### src/rtl/adi_cfg.svh
// Constants of the interrupt vector and reset status block.
// Assumes a 200 MHz die base clock and a 16-bit global register address.
`ifndef ADI_CFG_SVH
`define ADI_CFG_SVH
`define ADI_BASE_BLK   8'h02
`define ADI_BASE_NBLK  8'h03
`define ADI_OFS_SRC_MIRROR 8'h00
`define ADI_OFS_VECTOR     8'h02
`define ADI_OFS_VOLT_STAT  8'h04
`define ADI_OFS_BUS_XCVR   8'h06
`define ADI_OFS_HS_STAT    8'h08
`define ADI_OFS_LS_STAT    8'h0a
`define ADI_OFS_HALL       8'h0c
`define ADI_OFS_RST_CAUSE  8'h15
`define ADI_NSRC       18
`define ADI_VEC_STEP   2
`define ADI_VEC_NONE   6'h00
`define ADI_RC_POR     0
`define ADI_RC_CORE_LV 1
`define ADI_RC_IO_LV   2
`define ADI_RC_WAKE    3
`define ADI_RC_EXT     4
`define ADI_RC_WDOG    5
`define ADI_RC_RST     6'h01
`define ADI_CLK_MHZ    200
`define ADI_HOLD_NS    1000
`define ADI_DGL_NS     500
`endif

### src/rtl/adi_pkg.sv
// Types of the interrupt vector and reset status block.
// Assumes nothing beyond the constants header.
`default_nettype none
package adi_pkg;
    typedef enum logic [1:0] {
        ADI_RP_IDLE,
        ADI_RP_DRIVE,
        ADI_RP_HOLD
    } adi_rpin_t;
endpackage : adi_pkg
`default_nettype wire

### src/rtl/adi_irq_rst.sv
// Interrupt priority vector, source mirror, reset pin and reset status.
// Assumes sources and register reads come from logic on clk_sys_i.
`include "adi_cfg.svh"
`default_nettype none
module adi_irq_rst
    import adi_pkg::*;
#(
    parameter int HOLD_CYC = (`ADI_HOLD_NS * `ADI_CLK_MHZ) / 1000,
    parameter int DGL_CYC  = (`ADI_DGL_NS * `ADI_CLK_MHZ + 999) / 1000
)
(
    input  wire logic        clk_sys_i,
    input  wire logic        rst_n_i,
    input  wire logic        rd_en_i,
    input  wire logic        wr_en_i,
    input  wire logic [15:0] addr_i,
    output logic      [15:0] rd_data_o,
    input  wire logic        low_voltage_irq_i,
    input  wire logic        regulator_hot_irq_i,
    input  wire logic        low_battery_irq_i,
    input  wire logic [3:0]  timer_chan_irq_i,
    input  wire logic        timer_overflow_irq_i,
    input  wire logic        serial_err_irq_i,
    input  wire logic        serial_tx_irq_i,
    input  wire logic        serial_rx_irq_i,
    input  wire logic        conversion_sequence_done_irq_i,
    input  wire logic        bus_driver_overtemp_irq_i,
    input  wire logic        high_side_overtemp_irq_i,
    input  wire logic        low_side_overtemp_irq_i,
    input  wire logic        hall_supply_overtemp_irq_i,
    input  wire logic        high_voltage_irq_i,
    input  wire logic        regulator_overvoltage_irq_i,
    input  wire logic        normal_mode_i,
    input  wire logic        sleep_mode_i,
    input  wire logic        stop_wake_i,
    input  wire logic        wake_event_i,
    input  wire logic        por_cond_i,
    input  wire logic        core_low_voltage_i,
    input  wire logic        io_low_voltage_i,
    input  wire logic        watchdog_fault_i,
    input  wire logic        reset_pin_i,
    output logic             reset_pin_o,
    output logic             reset_pin_oe_o,
    output logic             reset_mode_o,
    output logic             host_irq_output_o
);

    ////////////////////////////////////////////////////////////////////
    // Helpers.

    function automatic logic adi_hit(input logic [15:0] a,
                                     input logic [7:0] ofs);
        adi_hit = ((a[15:8] == `ADI_BASE_BLK)
                || (a[15:8] == `ADI_BASE_NBLK))
                && (a[7:0] == ofs);
    endfunction : adi_hit

    function automatic logic [5:0] adi_vec(input logic [17:0] p);
        logic [5:0] v;
        v = `ADI_VEC_NONE;
        for (int i = `ADI_NSRC - 1; i >= 0; i--)
        begin
            if (p[i])
            begin
                v = 6'((i + 1) * `ADI_VEC_STEP);
            end
        end
        adi_vec = v;
    endfunction : adi_vec

    ////////////////////////////////////////////////////////////////////
    // Reset release.

    logic [1:0] rst_sync_r;
    logic       rst_n;

    always_ff @(posedge clk_sys_i or negedge rst_n_i)
    begin
        if (!rst_n_i)
            rst_sync_r <= 2'b00;
        else
            rst_sync_r <= {rst_sync_r[0], 1'b1};
    end
    assign rst_n = rst_sync_r[1];

    ////////////////////////////////////////////////////////////////////
    // Reset pin sampling and hold state machine.

    logic [1:0]  pin_sync_r;
    adi_rpin_t   rp_r;
    logic [15:0] hold_cnt_r;
    logic [15:0] dgl_cnt_r;
    logic        ext_evt;
    logic        ext_act_r;
    logic        wake_rst_evt;
    logic        int_rst;

    always_ff @(posedge clk_sys_i or negedge rst_n)
    begin
        if (!rst_n)
            pin_sync_r <= 2'b11;
        else
            pin_sync_r <= {pin_sync_r[0], reset_pin_i};
    end

    assign wake_rst_evt = sleep_mode_i & wake_event_i;
    assign int_rst = por_cond_i | core_low_voltage_i
                   | io_low_voltage_i | watchdog_fault_i | wake_rst_evt;

    always_ff @(posedge clk_sys_i or negedge rst_n)
    begin
        if (!rst_n)
            rp_r <= ADI_RP_DRIVE;
        else
        begin
            case (rp_r)
                ADI_RP_IDLE:
                    if (int_rst)
                        rp_r <= ADI_RP_DRIVE;
                ADI_RP_DRIVE:
                    if (!int_rst)
                        rp_r <= ADI_RP_HOLD;
                ADI_RP_HOLD:
                    if (int_rst)
                        rp_r <= ADI_RP_DRIVE;
                    else if (hold_cnt_r == 16'(HOLD_CYC - 1))
                        rp_r <= ADI_RP_IDLE;
                default:
                    rp_r <= ADI_RP_DRIVE;
            endcase
        end
    end

    always_ff @(posedge clk_sys_i or negedge rst_n)
    begin
        if (!rst_n)
            hold_cnt_r <= 16'h0000;
        else if (rp_r == ADI_RP_HOLD)
            hold_cnt_r <= hold_cnt_r + 16'h0001;
        else
            hold_cnt_r <= 16'h0000;
    end

    // Counting restarts while the pin is driven here, so the sync delay
    // after release cannot look like an external reset.
    always_ff @(posedge clk_sys_i or negedge rst_n)
    begin
        if (!rst_n)
            dgl_cnt_r <= 16'h0000;
        else if (pin_sync_r[1] || rp_r != ADI_RP_IDLE)
            dgl_cnt_r <= 16'h0000;
        else if (dgl_cnt_r != 16'(DGL_CYC))
            dgl_cnt_r <= dgl_cnt_r + 16'h0001;
    end
    assign ext_evt = (dgl_cnt_r == 16'(DGL_CYC - 1));

    always_ff @(posedge clk_sys_i or negedge rst_n)
    begin
        if (!rst_n)
            ext_act_r <= 1'b0;
        else if (ext_evt)
            ext_act_r <= 1'b1;
        else if (pin_sync_r[1])
            ext_act_r <= 1'b0;
    end

    assign reset_pin_o    = 1'b0;
    assign reset_pin_oe_o = (rp_r != ADI_RP_IDLE);
    assign reset_mode_o   = reset_pin_oe_o | ext_act_r;

    ////////////////////////////////////////////////////////////////////
    // Interrupt sources.

    logic [17:0] cond;
    logic [17:0] ack;
    logic [17:0] prev_r;
    logic [17:0] pend_r;
    logic        rd_go;
    logic        volt_rd;
    logic        vec_rd;
    logic        combined_voltage_irq;

    assign cond = {regulator_overvoltage_irq_i, high_voltage_irq_i,
                   hall_supply_overtemp_irq_i, low_side_overtemp_irq_i,
                   high_side_overtemp_irq_i, bus_driver_overtemp_irq_i,
                   conversion_sequence_done_irq_i, serial_rx_irq_i,
                   serial_tx_irq_i, serial_err_irq_i,
                   timer_overflow_irq_i, timer_chan_irq_i,
                   low_battery_irq_i, regulator_hot_irq_i,
                   low_voltage_irq_i};

    assign rd_go   = rd_en_i & ~wr_en_i;
    assign volt_rd = rd_go & adi_hit(addr_i, `ADI_OFS_VOLT_STAT);
    assign ack[2:0]   = {3{volt_rd}};
    assign ack[11:3]  = 9'h000;
    assign ack[12] = rd_go & adi_hit(addr_i, `ADI_OFS_BUS_XCVR);
    assign ack[13] = rd_go & adi_hit(addr_i, `ADI_OFS_HS_STAT);
    assign ack[14] = rd_go & adi_hit(addr_i, `ADI_OFS_LS_STAT);
    assign ack[15] = rd_go & adi_hit(addr_i, `ADI_OFS_HALL);
    assign ack[17:16] = {2{volt_rd}};

    always_ff @(posedge clk_sys_i or negedge rst_n)
    begin
        if (!rst_n)
            prev_r <= 18'h00000;
        else if (reset_mode_o)
            prev_r <= 18'h00000;
        else
            prev_r <= cond;
    end

    genvar g;
    generate
        for (g = 0; g < `ADI_NSRC; g++)
        begin : g_src
            always_ff @(posedge clk_sys_i or negedge rst_n)
            begin
                if (!rst_n)
                    pend_r[g] <= 1'b0;
                else if (reset_mode_o)
                    pend_r[g] <= 1'b0;
                else if (g >= 3 && g <= 11)
                    pend_r[g] <= cond[g];
                else
                    pend_r[g] <= (cond[g] & ~prev_r[g])
                               | (pend_r[g] & ~ack[g]);
            end
        end
    endgenerate

    assign combined_voltage_irq = pend_r[0] | pend_r[1] | pend_r[2]
                                | pend_r[16] | pend_r[17];

    ////////////////////////////////////////////////////////////////////
    // Vector and host interrupt.

    logic [5:0] vec_r;
    logic       irq_r;

    always_ff @(posedge clk_sys_i or negedge rst_n)
    begin
        if (!rst_n)
            vec_r <= `ADI_VEC_NONE;
        else if (reset_mode_o || stop_wake_i)
            vec_r <= `ADI_VEC_NONE;
        else
            vec_r <= adi_vec(pend_r);
    end

    always_ff @(posedge clk_sys_i or negedge rst_n)
    begin
        if (!rst_n)
            irq_r <= 1'b0;
        else
            irq_r <= normal_mode_i & (|pend_r) & ~reset_mode_o;
    end
    assign host_irq_output_o = irq_r;

    ////////////////////////////////////////////////////////////////////
    // Reset status flags and register reads.

    logic [5:0]  rc_flags_r;
    logic [5:0]  rc_set;
    logic [5:0]  rc_view;
    logic        rc_rd;
    logic [15:0] rd_r;

    assign rc_rd  = rd_go & adi_hit(addr_i, `ADI_OFS_RST_CAUSE);
    assign vec_rd = rd_go & adi_hit(addr_i, `ADI_OFS_VECTOR);

    always_comb
    begin
        rc_set = 6'h00;
        rc_set[`ADI_RC_POR]     = por_cond_i;
        rc_set[`ADI_RC_CORE_LV] = core_low_voltage_i;
        rc_set[`ADI_RC_IO_LV]   = io_low_voltage_i;
        rc_set[`ADI_RC_WAKE]    = wake_rst_evt;
        rc_set[`ADI_RC_EXT]     = ext_evt;
        rc_set[`ADI_RC_WDOG]    = watchdog_fault_i;
    end

    // Reset mode does not touch these flags; set wins over read clear.
    always_ff @(posedge clk_sys_i or negedge rst_n)
    begin
        if (!rst_n)
            rc_flags_r <= `ADI_RC_RST;
        else if (rc_rd)
            rc_flags_r <= rc_set;
        else
            rc_flags_r <= rc_flags_r | rc_set;
    end

    always_comb
    begin
        rc_view = rc_flags_r;
        if (rc_flags_r[`ADI_RC_POR] || rc_flags_r[`ADI_RC_WAKE])
        begin
            rc_view[`ADI_RC_CORE_LV] = 1'b0;
            rc_view[`ADI_RC_IO_LV]   = 1'b0;
        end
    end

    // Writes never reach a register of this block.
    always_ff @(posedge clk_sys_i or negedge rst_n)
    begin
        if (!rst_n)
            rd_r <= 16'h0000;
        else if (rd_go)
        begin
            if (adi_hit(addr_i, `ADI_OFS_SRC_MIRROR))
                rd_r <= {2'b00, pend_r[15:3], combined_voltage_irq};
            else if (vec_rd)
                rd_r <= {10'h000, vec_r};
            else if (rc_rd)
                rd_r <= {10'h000, rc_view};
            else
                rd_r <= 16'h0000;
        end
    end
    assign rd_data_o = rd_r;

    ////////////////////////////////////////////////////////////////////
    // Checks.

    a_vec_even: assert property (@(posedge clk_sys_i) disable iff (!rst_n)
        vec_r[0] == 1'b0) else $error("odd vector");
    a_vec_idle: assert property (@(posedge clk_sys_i) disable iff (!rst_n)
        !reset_mode_o && pend_r == 18'h0 && !stop_wake_i |=> vec_r == 6'h00)
        else $error("idle vector not zero");
    a_vec_wake: assert property (@(posedge clk_sys_i) disable iff (!rst_n)
        stop_wake_i |=> vec_r == 6'h00) else $error("wake vector");
    a_vec_lowv: assert property (@(posedge clk_sys_i) disable iff (!rst_n)
        pend_r[0] && !reset_mode_o && !stop_wake_i |=> vec_r == 6'h02)
        else $error("low voltage code");
    a_vec_last: assert property (@(posedge clk_sys_i) disable iff (!rst_n)
        pend_r == 18'h20000 && !reset_mode_o && !stop_wake_i
        |=> vec_r == 6'h24) else $error("overvoltage code");
    a_vec_tmr: assert property (@(posedge clk_sys_i) disable iff (!rst_n)
        pend_r[7:0] == 8'h08 && !reset_mode_o && !stop_wake_i
        |=> vec_r == 6'h08) else $error("timer code");
    a_flags_clear: assert property (@(posedge clk_sys_i) disable iff (!rst_n)
        rc_rd && rc_set == 6'h00 |=> rc_flags_r == 6'h00)
        else $error("status not cleared");
    a_flags_mask: assert property (@(posedge clk_sys_i) disable iff (!rst_n)
        rc_rd && rc_flags_r[0] |=> rd_data_o[2:1] == 2'b00)
        else $error("low voltage not masked");
    a_pin_hold: assert property (@(posedge clk_sys_i) disable iff (!rst_n)
        $fell(int_rst) && rp_r == ADI_RP_DRIVE |=> reset_pin_oe_o [*4])
        else $error("pin released early");
    a_irq_mode: assert property (@(posedge clk_sys_i) disable iff (!rst_n)
        !normal_mode_i |=> !host_irq_output_o)
        else $error("irq outside normal");
    a_edge_once: assert property (@(posedge clk_sys_i) disable iff (!rst_n)
        volt_rd && low_voltage_irq_i && prev_r[0] && !reset_mode_o
        |=> !pend_r[0]) else $error("rearmed without edge");

    c_ext_rst: cover property (@(posedge clk_sys_i) disable iff (!rst_n)
        ext_evt);
    c_ack_volt: cover property (@(posedge clk_sys_i) disable iff (!rst_n)
        volt_rd && pend_r[0]);
    c_irq_up: cover property (@(posedge clk_sys_i) disable iff (!rst_n)
        $rose(host_irq_output_o));
    c_sleep_wake: cover property (@(posedge clk_sys_i) disable iff (!rst_n)
        wake_rst_evt);

endmodule : adi_irq_rst
`default_nettype wire

### config.mk
export PLATFORM = sky130hd
export DESIGN_NAME = adi_irq_rst
export DESIGN_NICKNAME = d
export VERILOG_FILES = /design/src/rtl/adi_pkg.sv /design/src/rtl/adi_irq_rst.sv
export VERILOG_INCLUDE_DIRS = /design/src /design/src/rtl
export SDC_FILE = /design/constraint.sdc
export NUM_CORES = 1
export LEC_CHECK = 0
export BUFFER_PORTS_ARGS = -buffer_cell sky130_fd_sc_hd__buf_4
export CAP_MARGIN = 20
export CORE_MARGIN = 2
export CORE_UTILIZATION = 40
export DETAILED_ROUTE_END_ITERATION = 10
export PLACE_DENSITY = 0.73
export SYNTH_ARGS = -nofsm -noshare
export SYNTH_HDL_FRONTEND = slang
export SYNTH_SLANG_ARGS = --single-unit
### constraint.sdc
create_clock -name clk_sys_i -period 3.15 [get_ports clk_sys_i]
set_clock_uncertainty 0.2 [all_clocks]
set_input_delay 0.4725 -clock clk_sys_i [delete_from_list [all_inputs] [get_ports clk_sys_i]]
set_output_delay 0.4725 -clock clk_sys_i [all_outputs]
set_load 0.01 [all_outputs]
; Word-level counts from Yosys, hierarchy flattened
; Index checks and enable logic that the tools add are counted.
[totals]
register_bits = 104
wordCells = 184
[classes]
add_sub_neg = 2
n_eq_ne = 17
muxes = 53
bitwise = 64
reduce_logical = 19
[op_table]
columns = op, n
row1 = $mux 6, 22
row2 = $mux 16, 3
row3 = $add 16x1->16 const B, 2
row4 = $and 1x1->1, 29
row5 = $eq 8x2->1 const B, 3
row6 = $eq 8x4->1 const B, 3
row7 = $mux 1, 20
row8 = $mux 18, 1
row9 = $or 1x1->1, 18
row10 = $reduce_or 18->1, 1
row11 = $eq 16x7->1 const B, 1
row12 = $eq 16x8->1 const B, 1
row13 = $eq 8x3->1 const B, 2
row14 = $ne 16x7->1 const B, 1
row15 = $not 1->1, 16
row16 = $mux 14, 1
row17 = $mux 2, 5
row18 = $eq 8x5->1 const B, 1
row19 = $logic_and 1x1->1, 8
row20 = $logic_not 8->1, 1
row21 = $or 6x6->6, 1
row22 = $pmux 2 s3, 1
row23 = $reduce_bool 2->1, 3
row24 = $logic_or 1x1->1, 4
row25 = other kinds (6), 7

; Longest topological paths before layout
; Gate-level depths: netlist (run 1).
[logic_depth]
ltp_word = 19
mapped_depth = 7
depth_no_buf = 7

; Worst setup path before layout (run 1)
; No wires, ideal clock.
[synth_timing]
kind = input to register
start = input addr_i[11]
end = register rc_flags_r[3]
t_arrival_ns = 1.510
setup_slack_ns = 1.319
cell_stages = 5
path_buffers = 1
cell_sequence = nor3b_1 -> nand4_2 -> or2_1 -> buf_6 -> a22o_1
[synth_via]
elab_chain_len = 5
word_cells_on_any_way = 6
classes_between = eq/ne: 2 / mux: 1 / bitwise: 1 / reduce/logical: 2
[synth_lines]
columns = element, line_no
row1 = from (decl), adi_irq_rst.sv:16  ; input wire logic [15:0] addr_i,
row2 = $eq 8x2->1 (no source line), -
row3 = $logic_or 1x1->1 (*), adi_irq_rst.sv:53  ; adi_hit = ((a[15:8] == `ADI_BASE_BLK)
row4 = $logic_and 1x1->1 (*), adi_irq_rst.sv:53
row5 = $and 1x1->1 (*), adi_irq_rst.sv:268  ; assign rc_rd = rd_go & adi_hit(addr_i, `ADI_OFS_RST_CAUSE);
row6 = $mux 6 (*), adi_irq_rst.sv:287  ; else if (rc_rd)
row7 = to (signal assigned), adi_irq_rst.sv:286  ; rc_flags_r <= `ADI_RC_RST;
row8 = to (signal assigned), adi_irq_rst.sv:288  ; rc_flags_r <= rc_set;
row9 = to (signal assigned), adi_irq_rst.sv:290  ; rc_flags_r <= rc_flags_r | rc_set;
row10 = to (decl), adi_irq_rst.sv:262  ; logic [5:0] rc_flags_r;
; Every way passes the cells marked *; elsewhere a longest branch is shown, timed or not.
; A chain may end at the register's enable or synchronous reset.

; Worst setup path in the final report (run 1)
[layout_timing]
start = register rp_r[0]
end = output reset_mode_o
[layout_via]
elab_chain_len = 2
[layout_lines]
columns = element, line_no
row1 = from (decl), adi_irq_rst.sv:90  ; adi_rpin_t rp_r;
row2 = from (signal assigned), adi_irq_rst.sv:113  ; rp_r <= ADI_RP_DRIVE;
row3 = from (signal assigned), adi_irq_rst.sv:119  ; rp_r <= ADI_RP_DRIVE;
row4 = from (signal assigned), adi_irq_rst.sv:122  ; rp_r <= ADI_RP_HOLD;
row5 = $reduce_bool 2->1, adi_irq_rst.sv:168  ; assign reset_pin_oe_o = (rp_r != ADI_RP_IDLE);
row6 = $or 1x1->1, adi_irq_rst.sv:169  ; assign reset_mode_o = reset_pin_oe_o | ext_act_r;
row7 = to (decl), adi_irq_rst.sv:44  ; output logic reset_mode_o,
; Every way passes these cells.

==> results.yml, run 1 <==
critical_path:
  worstSetupStartpointType: "flop"
  r2r_slack_ns: 1.25
  path_class: "flop to output pin"
  cp-end-kind: "output pin"
  cp.required_ns: 2.48
  arrival_ns: 1.58
  cp_max_fo: 6
cells_and_area:
  area_delta_synth_final_pct: 20.94
  fillers: 921
  fin_nets: 500
  utilization_pct: 50.10
  multiInputGateArea_mm2: 0.001663
  stdcell_area_mm2: 0.004942
  drive_gt1_share_pct: 21.32
  seq_area_mm2: 0.002311
  antennaDiodeCount: 0
cts:
  cts_root_buf: "clkbuf_8"
  cts_sinks: 92
  post_cts_resized: 0
  cts_tree: "yes"
  ctsHoldBuffers: 1
  cts_inserted_buffers: 9
  cts_setup_buffers: 0
  clk_pin_slew_ns: 0.10
  htree_levels: 3
  clk_path_buf_depth: 2
  clk_latency_ns: 0.35
detailed_routing:
  wl_met1_mm: 4.010
  vias: 3071
  wirelength_mm: 8.689
  dr_wl_met3_um: 347
  dr_wl_met2_mm: 4.208
  vias_per_cell: 5.223
  drt-initial-drc-count: 186
  wl_per_cell_um: 14.78
  drc: 0
  firstDrtPassIters: 4
  highest_layer: "met4"
  ant_nets: 0
grt:
  grt_use_total_pct: 16.75
  grt_max_degree: 91
  gr-total-overflow: 0
  antenna_found_initial: 0
  grt_pass1_wl_mm: 14.77
  grt_pass1_vias: 3013
placed_design:
  hpwl_mm: 6.254
  gp_congestion: 0.8877
  place_area_mm2: 0.004677
  place.port_buffers: 62
power_and_ir_drop:
  leakage_nw: 2.189
  power_density_mw_per_mm2: 448.0
  ir_drop_uv: 189.3
timing:
  whs_ns: 0.1161
  max_freq_ghz: 0.4447
  setup_violations: 0
  min_period_ns: 2.249
  finalCritPeriodShare_pct: 71.40
  drv_slew: 0
  setup_tns_ns: 0
  relSlewSlack_pct: 57.48
  timing.final.hold_violations: 0
  tightest_slew_ns: 0.6378
  rsz0062_at_grt: "false"
synthesis:
  postSynthAreaPerCell_um2: 10.73
  synthCells: 381
  netlist_area_mm2: 0.004086
  ys_seq_area_share_pct: 56.46
  synth.distinct_cells: 61
  synth.area.top_cells: "dfrtp_1 (54%), nor2_1 (4.1%), xor2_1 (3.2%), a22o_1 (2.8%), and2_1 (2.8%)"
  synth_edf_count: 0
  synth_top_flop_cell: "dfrtp_1"
  yosys.area.top_type: "dfrtp_1"
  async_flop_share_pct: 100.0
  yosysTopAreaCellShare_pct: 53.89
  synth_seq_cells: 92
  yosysWarnings: 0
floorplan:
  chipWidth_um: 105.1
  die-area_mm2: 0.01104
  core_area_mm2: 0.009864
  die_h_um: 105.1
  ios: 67
  initial_core_util_pct: 41.43
  rows: 36
job:
  drv_cap: 0
worst_hold_path:
  hold_class: "primary input to flop"
run_status:
  status: "finished clean"
[flip-flops by register name, summed over array words and instances (netlist names)]
name and count:
prev_r 18, dgl_cnt_r 16, hold_cnt_r 16, rd_data_o 14, pend_r 9, rc_flags_r 6
vec_r 5, pin_sync_r 2, rp_r 2, rst_sync_r 2, ext_act_r 1, host_irq_output_o 1
[metrics by stage]
stage               instances  setup WS, ns  power [mW]
finish                    588        0.9010       2.214
global route              588        0.7766       2.315
CTS                       586        0.8827       2.235
detailed placement        569         1.017       1.356
global placement          569         1.044       1.354
floorplan                 383        0.2047       1.283
[area by class of cell]
type                    count  share of cell area (%)
inverters                  17                   1.291
well taps                 133                   3.367
multi-input cells         264                   33.65
repair buffers             66                   10.38
flip-flops and latches     92                   46.76
clock inverters             5                   1.696
clock buffers              11                   2.861
[power breakdown]
part,total [mW],switching [mW],internal [mW]
clock network,0.878,0.406,0.472
registers,1.22,0.0214,1.19
logic,0.121,0.0569,0.0637
total,2.21,0.484,1.73
[placed cells by master, fill, tap and decap left out, types with 2 or more instances in the layout]
master,n
buf_4,63
clkbuf_8,10
conb_1,4
nor2_2,3
o21bai_1,2
inv_1,17
nor3b_1,6
a21o_1,7
o22ai_1,3
ha_1,3
o31ai_1,3
nand3_1,13
nand4_1,5
a31oi_1,2
nand2b_1,4
nor2b_1,3
nor4_1,7
bufinv_16,2
or3_1,4
and4_1,5
a21oi_1,14
or2_1,2
a22o_1,13
dfstp_2,4
xnor2_1,9
dlygate4sd3_1,2
nand2_1,23
dfrtp_1,87
nor3_1,8
and2_1,18
clkinvlp_4,2
xor2_1,15
nor2_1,45
a22oi_1,8
o21ai_0,10
[worst max-delay path: stages (launching register included)]
cell and delay (ns):
dfstp_2 0.54, nor2_1 0.07, inv_1 0.16, nor2_2 0.06
inv_1 0.23, buf_4 0.18
[path summary, 6_finish.rpt]
check / cells after the start / start / to
max in group asynchronous: 1 / rst_sync_r[1]$_DFF_PN0_ / rp_r[0]$_DFFE_PN1P_
worst min-delay path: 3 / high_side_overtemp_irq_i / prev_r[13]$_DFF_PN0_
min in group asynchronous: 0 / rst_sync_r[1]$_DFF_PN0_ / dgl_cnt_r[15]$_DFFE_PN0P_
worst max register to register: 5 / dgl_cnt_r[0]$_DFFE_PN0P_ / dgl_cnt_r[14]$_DFFE_PN0P_
worst min register to register: 0 / rst_sync_r[1]$_DFF_PN0_ / dgl_cnt_r[15]$_DFFE_PN0P_
worst max-delay path: 5 / rp_r[0]$_DFFE_PN1P_ / reset_mode_o
[cell usage after synthesis, types with 2 or more instances]
cell type,instances
a21oi_1,14
nand2b_1,4
inv_1,17
nor3b_1,6
clkbuf_1,2
dfstp_2,4
a22o_1,13
and4_1,5
nor2_2,3
a21o_1,7
a22oi_1,8
a31oi_1,2
dfrtp_1,88
nand2_1,23
nand3_1,13
or3_1,4
xor2_1,15
o21ai_0,10
o21bai_1,2
and2_1,18
clkbuf_2,2
ha_1,3
conb_1,2
o31ai_1,3
nand4_1,5
or2_1,2
buf_4,3
xnor2_1,9
o22ai_1,3
nor2_1,45
nor4_1,7
nor3_1,8
nor2b_1,3
[cell families (layout without fill, tap and decap cells)]
logic type / count (synthesis) / count (layout) / share of synthesized area (%)
other: 2 / 4 / 0.1838
buffers and inverters: 27 / 99 / 3.031
XOR/XNOR: 24 / 24 / 5.144
adder cells (fa/ha/maj): 3 / 3 / 0.9187
AND/OR/NAND/NOR: 161 / 161 / 21.77
flip-flops: 92 / 92 / 56.46
AO/OA/AOI/OAI: 72 / 72 / 12.49
[layer usage]
layer	track usage [%]	vias to the layer above
met2	26.16	67
met1	23.58	1530
li1	-	1465
met3	2.620	9
met5	0	-
met4	6.190	0
Note: power is estimated with default switching activity, not from simulation.
==> run 2, diff against run 1 <==
--- a/config.mk
+++ b/config.mk
@@ -11,7 +11,7 @@
 export CORE_MARGIN = 2
 export CORE_UTILIZATION = 40
 export DETAILED_ROUTE_END_ITERATION = 10
-export PLACE_DENSITY = 0.73
+export PLACE_DENSITY = 0.71
 export SYNTH_ARGS = -nofsm -noshare
 export SYNTH_HDL_FRONTEND = slang
 export SYNTH_SLANG_ARGS = --single-unit
==> constraint.sdc (replaced) <==
create_clock -name clk_sys_i -period 2.1 [get_ports clk_sys_i]
set_clock_uncertainty 0.2 [all_clocks]
set_input_delay 0.315 -clock clk_sys_i [delete_from_list [all_inputs] [get_ports clk_sys_i]]
set_output_delay 0.315 -clock clk_sys_i [all_outputs]
set_load 0.01 [all_outputs]
==> results.yml, run 2 (same netlist as run 1, synthesis figures left out) <==
timing:
  max_freq_ghz: 0.5056
  min_period_ns: 1.978
  setup_violations: 0
  relSlewSlack_pct: 63.63
  setup_tns_ns: 0
  whs_ns: 0.01772
  timing.final.hold_violations: 0
  finalCritPeriodShare_pct: 94.18
  drv_slew: 0
  tightest_slew_ns: 0.5414
  rsz0062_at_grt: "false"
floorplan:
  core_area_mm2: 0.009864
  ios: 67
  chipWidth_um: 105.1
  rows: 36
  die-area_mm2: 0.01104
  die_h_um: 105.1
  initial_core_util_pct: 41.43
cells_and_area:
  largest_reg_flops: 18
  drive_gt1_share_pct: 20.95
  regMostFlops: "prev_r"
  stdcell_area_mm2: 0.005169
  utilization_pct: 52.40
  top_regs: "prev_r x18, dgl_cnt_r x16, hold_cnt_r x16"
  final_common_cell: "dfrtp_1"
  most-common-layout-cells: "dfrtp_1 (87), buf_4 (65), nor2_1 (44), dlygate4sd3_1 (26), nand2_1 (23)"
  antennaDiodeCount: 0
  area_delta_synth_final_pct: 26.49
  fin_nets: 527
cts:
  cts_root_buf: "clkbuf_8"
  htree_levels: 3
  cts_setup_buffers: 0
  cts_sinks: 92
  cts_inserted_buffers: 9
  cts_tree: "yes"
  clk_pin_slew_ns: 0.08
  clk_latency_ns: 0.36
  clk_path_buf_depth: 2
job:
  drv_cap: 0
critical_path:
  r2r_slack_ns: 0.17
  cp-end-kind: "output pin"
  worstSetupStartpointType: "flop"
  cp.required_ns: 1.58
  path_class: "flop to output pin"
  cp_slowest_cell: "dfrtp_1"
  crit_path_max_incr_delay_ns: 0.44
  cp_max_fo: 6
  arrival_ns: 1.46
  cp_cell_sequence: "nor2_4 -> inv_1 -> nor2_2 -> inv_2 -> buf_4"
detailed_routing:
  drt-initial-drc-count: 146
  ant_nets: 0
  drc: 0
  vias_per_cell: 5.128
  firstDrtPassIters: 4
  wirelength_mm: 9.072
  vias: 3154
  wl_per_cell_um: 14.75
grt:
  grt_pass1_wl_mm: 15.43
  grt_max_degree: 37
  grt_use_total_pct: 17.58
  antenna_found_initial: 0
  grt_pass1_vias: 3258
  gr-total-overflow: 0
power_and_ir_drop:
  p_int_mw: 2.359
  p_total_mw: 3.097
  p_comb_share_pct: 7.3
  power_density_mw_per_mm2: 599.3
  ir_drop_uv: 272.3
  clock_power_share_pct: 33.9
  leakage_nw: 2.284
  switching_share_pct: 23.85
  p_sw_mw: 0.7386
  pwr-share-seq_pct: 58.8
placed_design:
  gp_congestion: 0.8762
  place.port_buffers: 62
  place_area_mm2: 0.004732
  hpwl_mm: 6.475
run_status:
  status: "finished clean"
worst_hold_path:
  hold_class: "primary input to flop"
## run 2: through the flow
| step | cells | worst slack [ns] |
|---|---|---|
| floorplan | 383 | 0.3537 |
| CTS | 615 | 0.02076 |
| detailed placement | 573 | 0.09112 |
| global placement | 573 | 0.1816 |
| finish | 615 | 0.1223 |
| global route | 615 | 0.02228 |
## run 2: final cells by class
| cell class | instances | area, µm² |
|---|---|---|
| clock buffer | 11 | 131.4 |
| clock inverter | 5 | 37.54 |
| fill | 876 | 4696 |
| inverter | 17 | 63.81 |
| multi-input combinational | 264 | 1670 |
| sequential | 92 | 2311 |
| tap | 133 | 166.4 |
| timing repair buffer | 93 | 788.3 |
## run 2: worst paths after layout
kind,from,to,cells past startpoint
setup / recovery,rp_r[1]$_DFFE_PN0P_,reset_mode_o,5
hold / removal,wake_event_i,rc_flags_r[3]$_DFF_PN0_,2
setup reg to reg,dgl_cnt_r[3]$_DFFE_PN0P_,dgl_cnt_r[1]$_DFFE_PN0P_,5
hold reg to reg,rst_sync_r[1]$_DFF_PN0_,dgl_cnt_r[10]$_DFFE_PN0P_,0
max in group asynchronous,rst_sync_r[1]$_DFF_PN0_,rc_flags_r[0]$_DFF_PN1_,1
min in group asynchronous,rst_n_i,rst_sync_r[1]$_DFF_PN0_,2
## run 2: per-layer routing
metal	GRT usage, %	share of wire [%]	up-vias
li1	-	-	1526
met1	23.85	45	1521
met2	27.46	48	91
met3	3.306	5.0	16
met4	7.810	2.1	0
met5	0	0	-
## run 2: what timing repair did
action                                  4_1_cts  5_1_grt
endpoints found under the hold margin        29        0
cloned                                        0        0
hold buffers                                 26        0
endpoints found under the setup margin        1        1
resized for setup                             1        2
## run 2: worst max-delay path: cells and delay by family (launching register included)
family | cells | cell delay, ns
AND/OR/NAND/NOR | 2 | 0.31
buffers and inverters | 3 | 0.35
flip-flops | 1 | 0.44
## run 2: power by group through the flow
stage	sequential [mW]	clock (mW)	combinational, mW
after floorplan	1.86	0	0.0602
after global placement	1.86	0	0.185
after detailed placement	1.86	0	0.190
after CTS	1.82	1.10	0.229
after global routing	1.83	1.17	0.250
final	1.82	1.05	0.227
==> run 3, diff against run 2 <==
--- a/config.mk
+++ b/config.mk
@@ -7,7 +7,6 @@
 export NUM_CORES = 1
 export LEC_CHECK = 0
 export BUFFER_PORTS_ARGS = -buffer_cell sky130_fd_sc_hd__buf_4
-export CAP_MARGIN = 20
 export CORE_MARGIN = 2
 export CORE_UTILIZATION = 40
 export DETAILED_ROUTE_END_ITERATION = 10
==> constraint.sdc (replaced) <==
create_clock -name clk_sys_i -period 2.1 [get_ports clk_sys_i]
set_clock_uncertainty 0.2 [all_clocks]
set_input_delay 0.21 -clock clk_sys_i [delete_from_list [all_inputs] [get_ports clk_sys_i]]
set_output_delay 0.21 -clock clk_sys_i [all_outputs]
set_load 0.01 [all_outputs]
==> results.yml, run 3 (same netlist as run 1, synthesis figures left out) <==
power_and_ir_drop:
  switching_share_pct: 23.46
  power_density_mw_per_mm2: 620.5
  pwr-share-seq_pct: 56.0
  ir_drop_uv: 369.1
  leakage_nw: 2.313
  p_comb_share_pct: 7.3
  p_int_mw: 2.485
  clock_power_share_pct: 36.7
  p_sw_mw: 0.7615
cts:
  cts_setup_buffers: 0
  cts_tree: "yes"
  clk_latency_ns: 0.36
  clk_pin_slew_ns: 0.09
  cts_root_buf: "clkbuf_8"
  post_cts_resized: 0
  cts_sinks: 92
  htree_levels: 3
  ctsHoldBuffers: 31
  clk_path_buf_depth: 2
  cts_inserted_buffers: 9
critical_path:
  worstSetupStartpointType: "flop"
  cp_top_family: "buffers and inverters"
  cp.required_ns: 1.69
  cp_slowest_cell: "dfrtp_1"
  arrival_ns: 1.57
  path_class: "flop to output pin"
  cp_cell_sequence: "nor2_1 -> inv_1 -> nor2_2 -> inv_1 -> buf_4"
  cp_max_fo: 6
  reg2reg_from: "rp_r[1]$_DFFE_PN0P_"
  cp-end-kind: "output pin"
  startpoint: "rp_r[1]$_DFFE_PN0P_"
  crit_top_cell: "inv_1"
  crit_path_max_incr_delay_ns: 0.42
  path_buf_inv: 3
detailed_routing:
  vias_per_cell: 5.156
  firstDrtPassIters: 4
  drc: 0
  vias: 3202
  wl_per_cell_um: 14.80
  drt-initial-drc-count: 144
  wirelength_mm: 9.191
  ant_nets: 0
grt:
  grt_pass1_wl_mm: 15.46
  grt_use_total_pct: 17.51
  grt_pass1_vias: 3181
  grt_max_degree: 37
  gr-total-overflow: 0
  antenna_found_initial: 0
floorplan:
  die_h_um: 105.1
  die-area_mm2: 0.01104
  initial_core_util_pct: 41.43
  rows: 36
  core_area_mm2: 0.009864
  chipWidth_um: 105.1
  ios: 67
timing:
  tightest_slew_ns: 0.4907
  drv_slew: 0
  setup_tns_ns: 0
  whs_ns: 0.07221
  relSlewSlack_pct: 66.98
  setup_violations: 0
  rsz0062_at_grt: "false"
  finalCritPeriodShare_pct: 94.26
  max_freq_ghz: 0.5052
  min_period_ns: 1.979
  timing.final.hold_violations: 0
cells_and_area:
  largest_reg_flops: 18
  fin_nets: 533
  antennaDiodeCount: 0
  most-common-layout-cells: "dfrtp_1 (87), buf_4 (67), nor2_1 (45), dlygate4sd3_1 (31), nand2_1 (23)"
  regMostFlops: "prev_r"
  drive_gt1_share_pct: 20.49
  top_regs: "prev_r x18, dgl_cnt_r x16, hold_cnt_r x16"
  stdcell_area_mm2: 0.005231
  utilization_pct: 53.03
  area_delta_synth_final_pct: 28.02
  final_common_cell: "dfrtp_1"
job:
  drv_cap: 0
placed_design:
  hpwl_mm: 6.681
  place_area_mm2: 0.004727
  gp_congestion: 0.8582
  place.port_buffers: 62
run_status:
  status: "finished clean"
worst_hold_path:
  hold_class: "flop to asynchronous set/reset pin"
run 3: area by class of cell:
class	count	area [µm²]
fill	869	4633
clock inverter	5	62.56
clock buffer	11	131.4
multi-input combinational	264	1663
tap	133	166.4
timing repair buffer	99	833.3
inverter	17	63.81
sequential	92	2311
run 3: power groups by stage:
stage / Combinational [mW] / Clock, mW / Sequential [mW]
after floorplan: 0.0602 / 0 / 1.86
after global placement: 0.187 / 0 / 1.85
after detailed placement: 0.192 / 0 / 1.85
after CTS: 0.238 / 1.21 / 1.82
after global routing: 0.261 / 1.28 / 1.82
final: 0.236 / 1.19 / 1.82
run 3: final timing paths:
kind	endpoint	slack, ns	cells after the start
max in group asynchronous	rc_flags_r[0]$_DFF_PN1_	1.03	1
setup / recovery	reset_mode_o	0.12	5
min in group clk_sys_i	pend_r[13]$_DFF_PN0_	0.10	4
hold / removal	dgl_cnt_r[10]$_DFFE_PN0P_	0.07	0
hold reg to reg	dgl_cnt_r[10]$_DFFE_PN0P_	0.07	0
setup reg to reg	vec_r[5]$_DFF_PN0_	0.24	7
run 3: metal layers:
metal  GRT usage [%]  vias up  share of wire (%)  wire length (µm)
met1           23.58     1560                 45              4123
met3           3.431       19                4.7               434
met5               0        -                  0                 0
met4           6.381        0                1.9               171
met2           28.15       87                 49              4461
li1                -     1536                  -                 -
run 3: stage by stage:
stage | cells | worst slack, ns | power, mW
final | 621 | 0.1205 | 3.246
after global routing | 621 | 0.04337 | 3.364
after CTS | 621 | 0.09558 | 3.268
after detailed placement | 574 | 0.2293 | 2.046
after global placement | 574 | 0.2775 | 2.040
after floorplan | 383 | 0.3537 | 1.924
run 3: worst register-to-register path, delay by kind of cell (launching register included):
kind,cells,cell delay (ns)
flip-flops,1,0.42
AND/OR/NAND/NOR,5,0.89
buffers and inverters,2,0.28
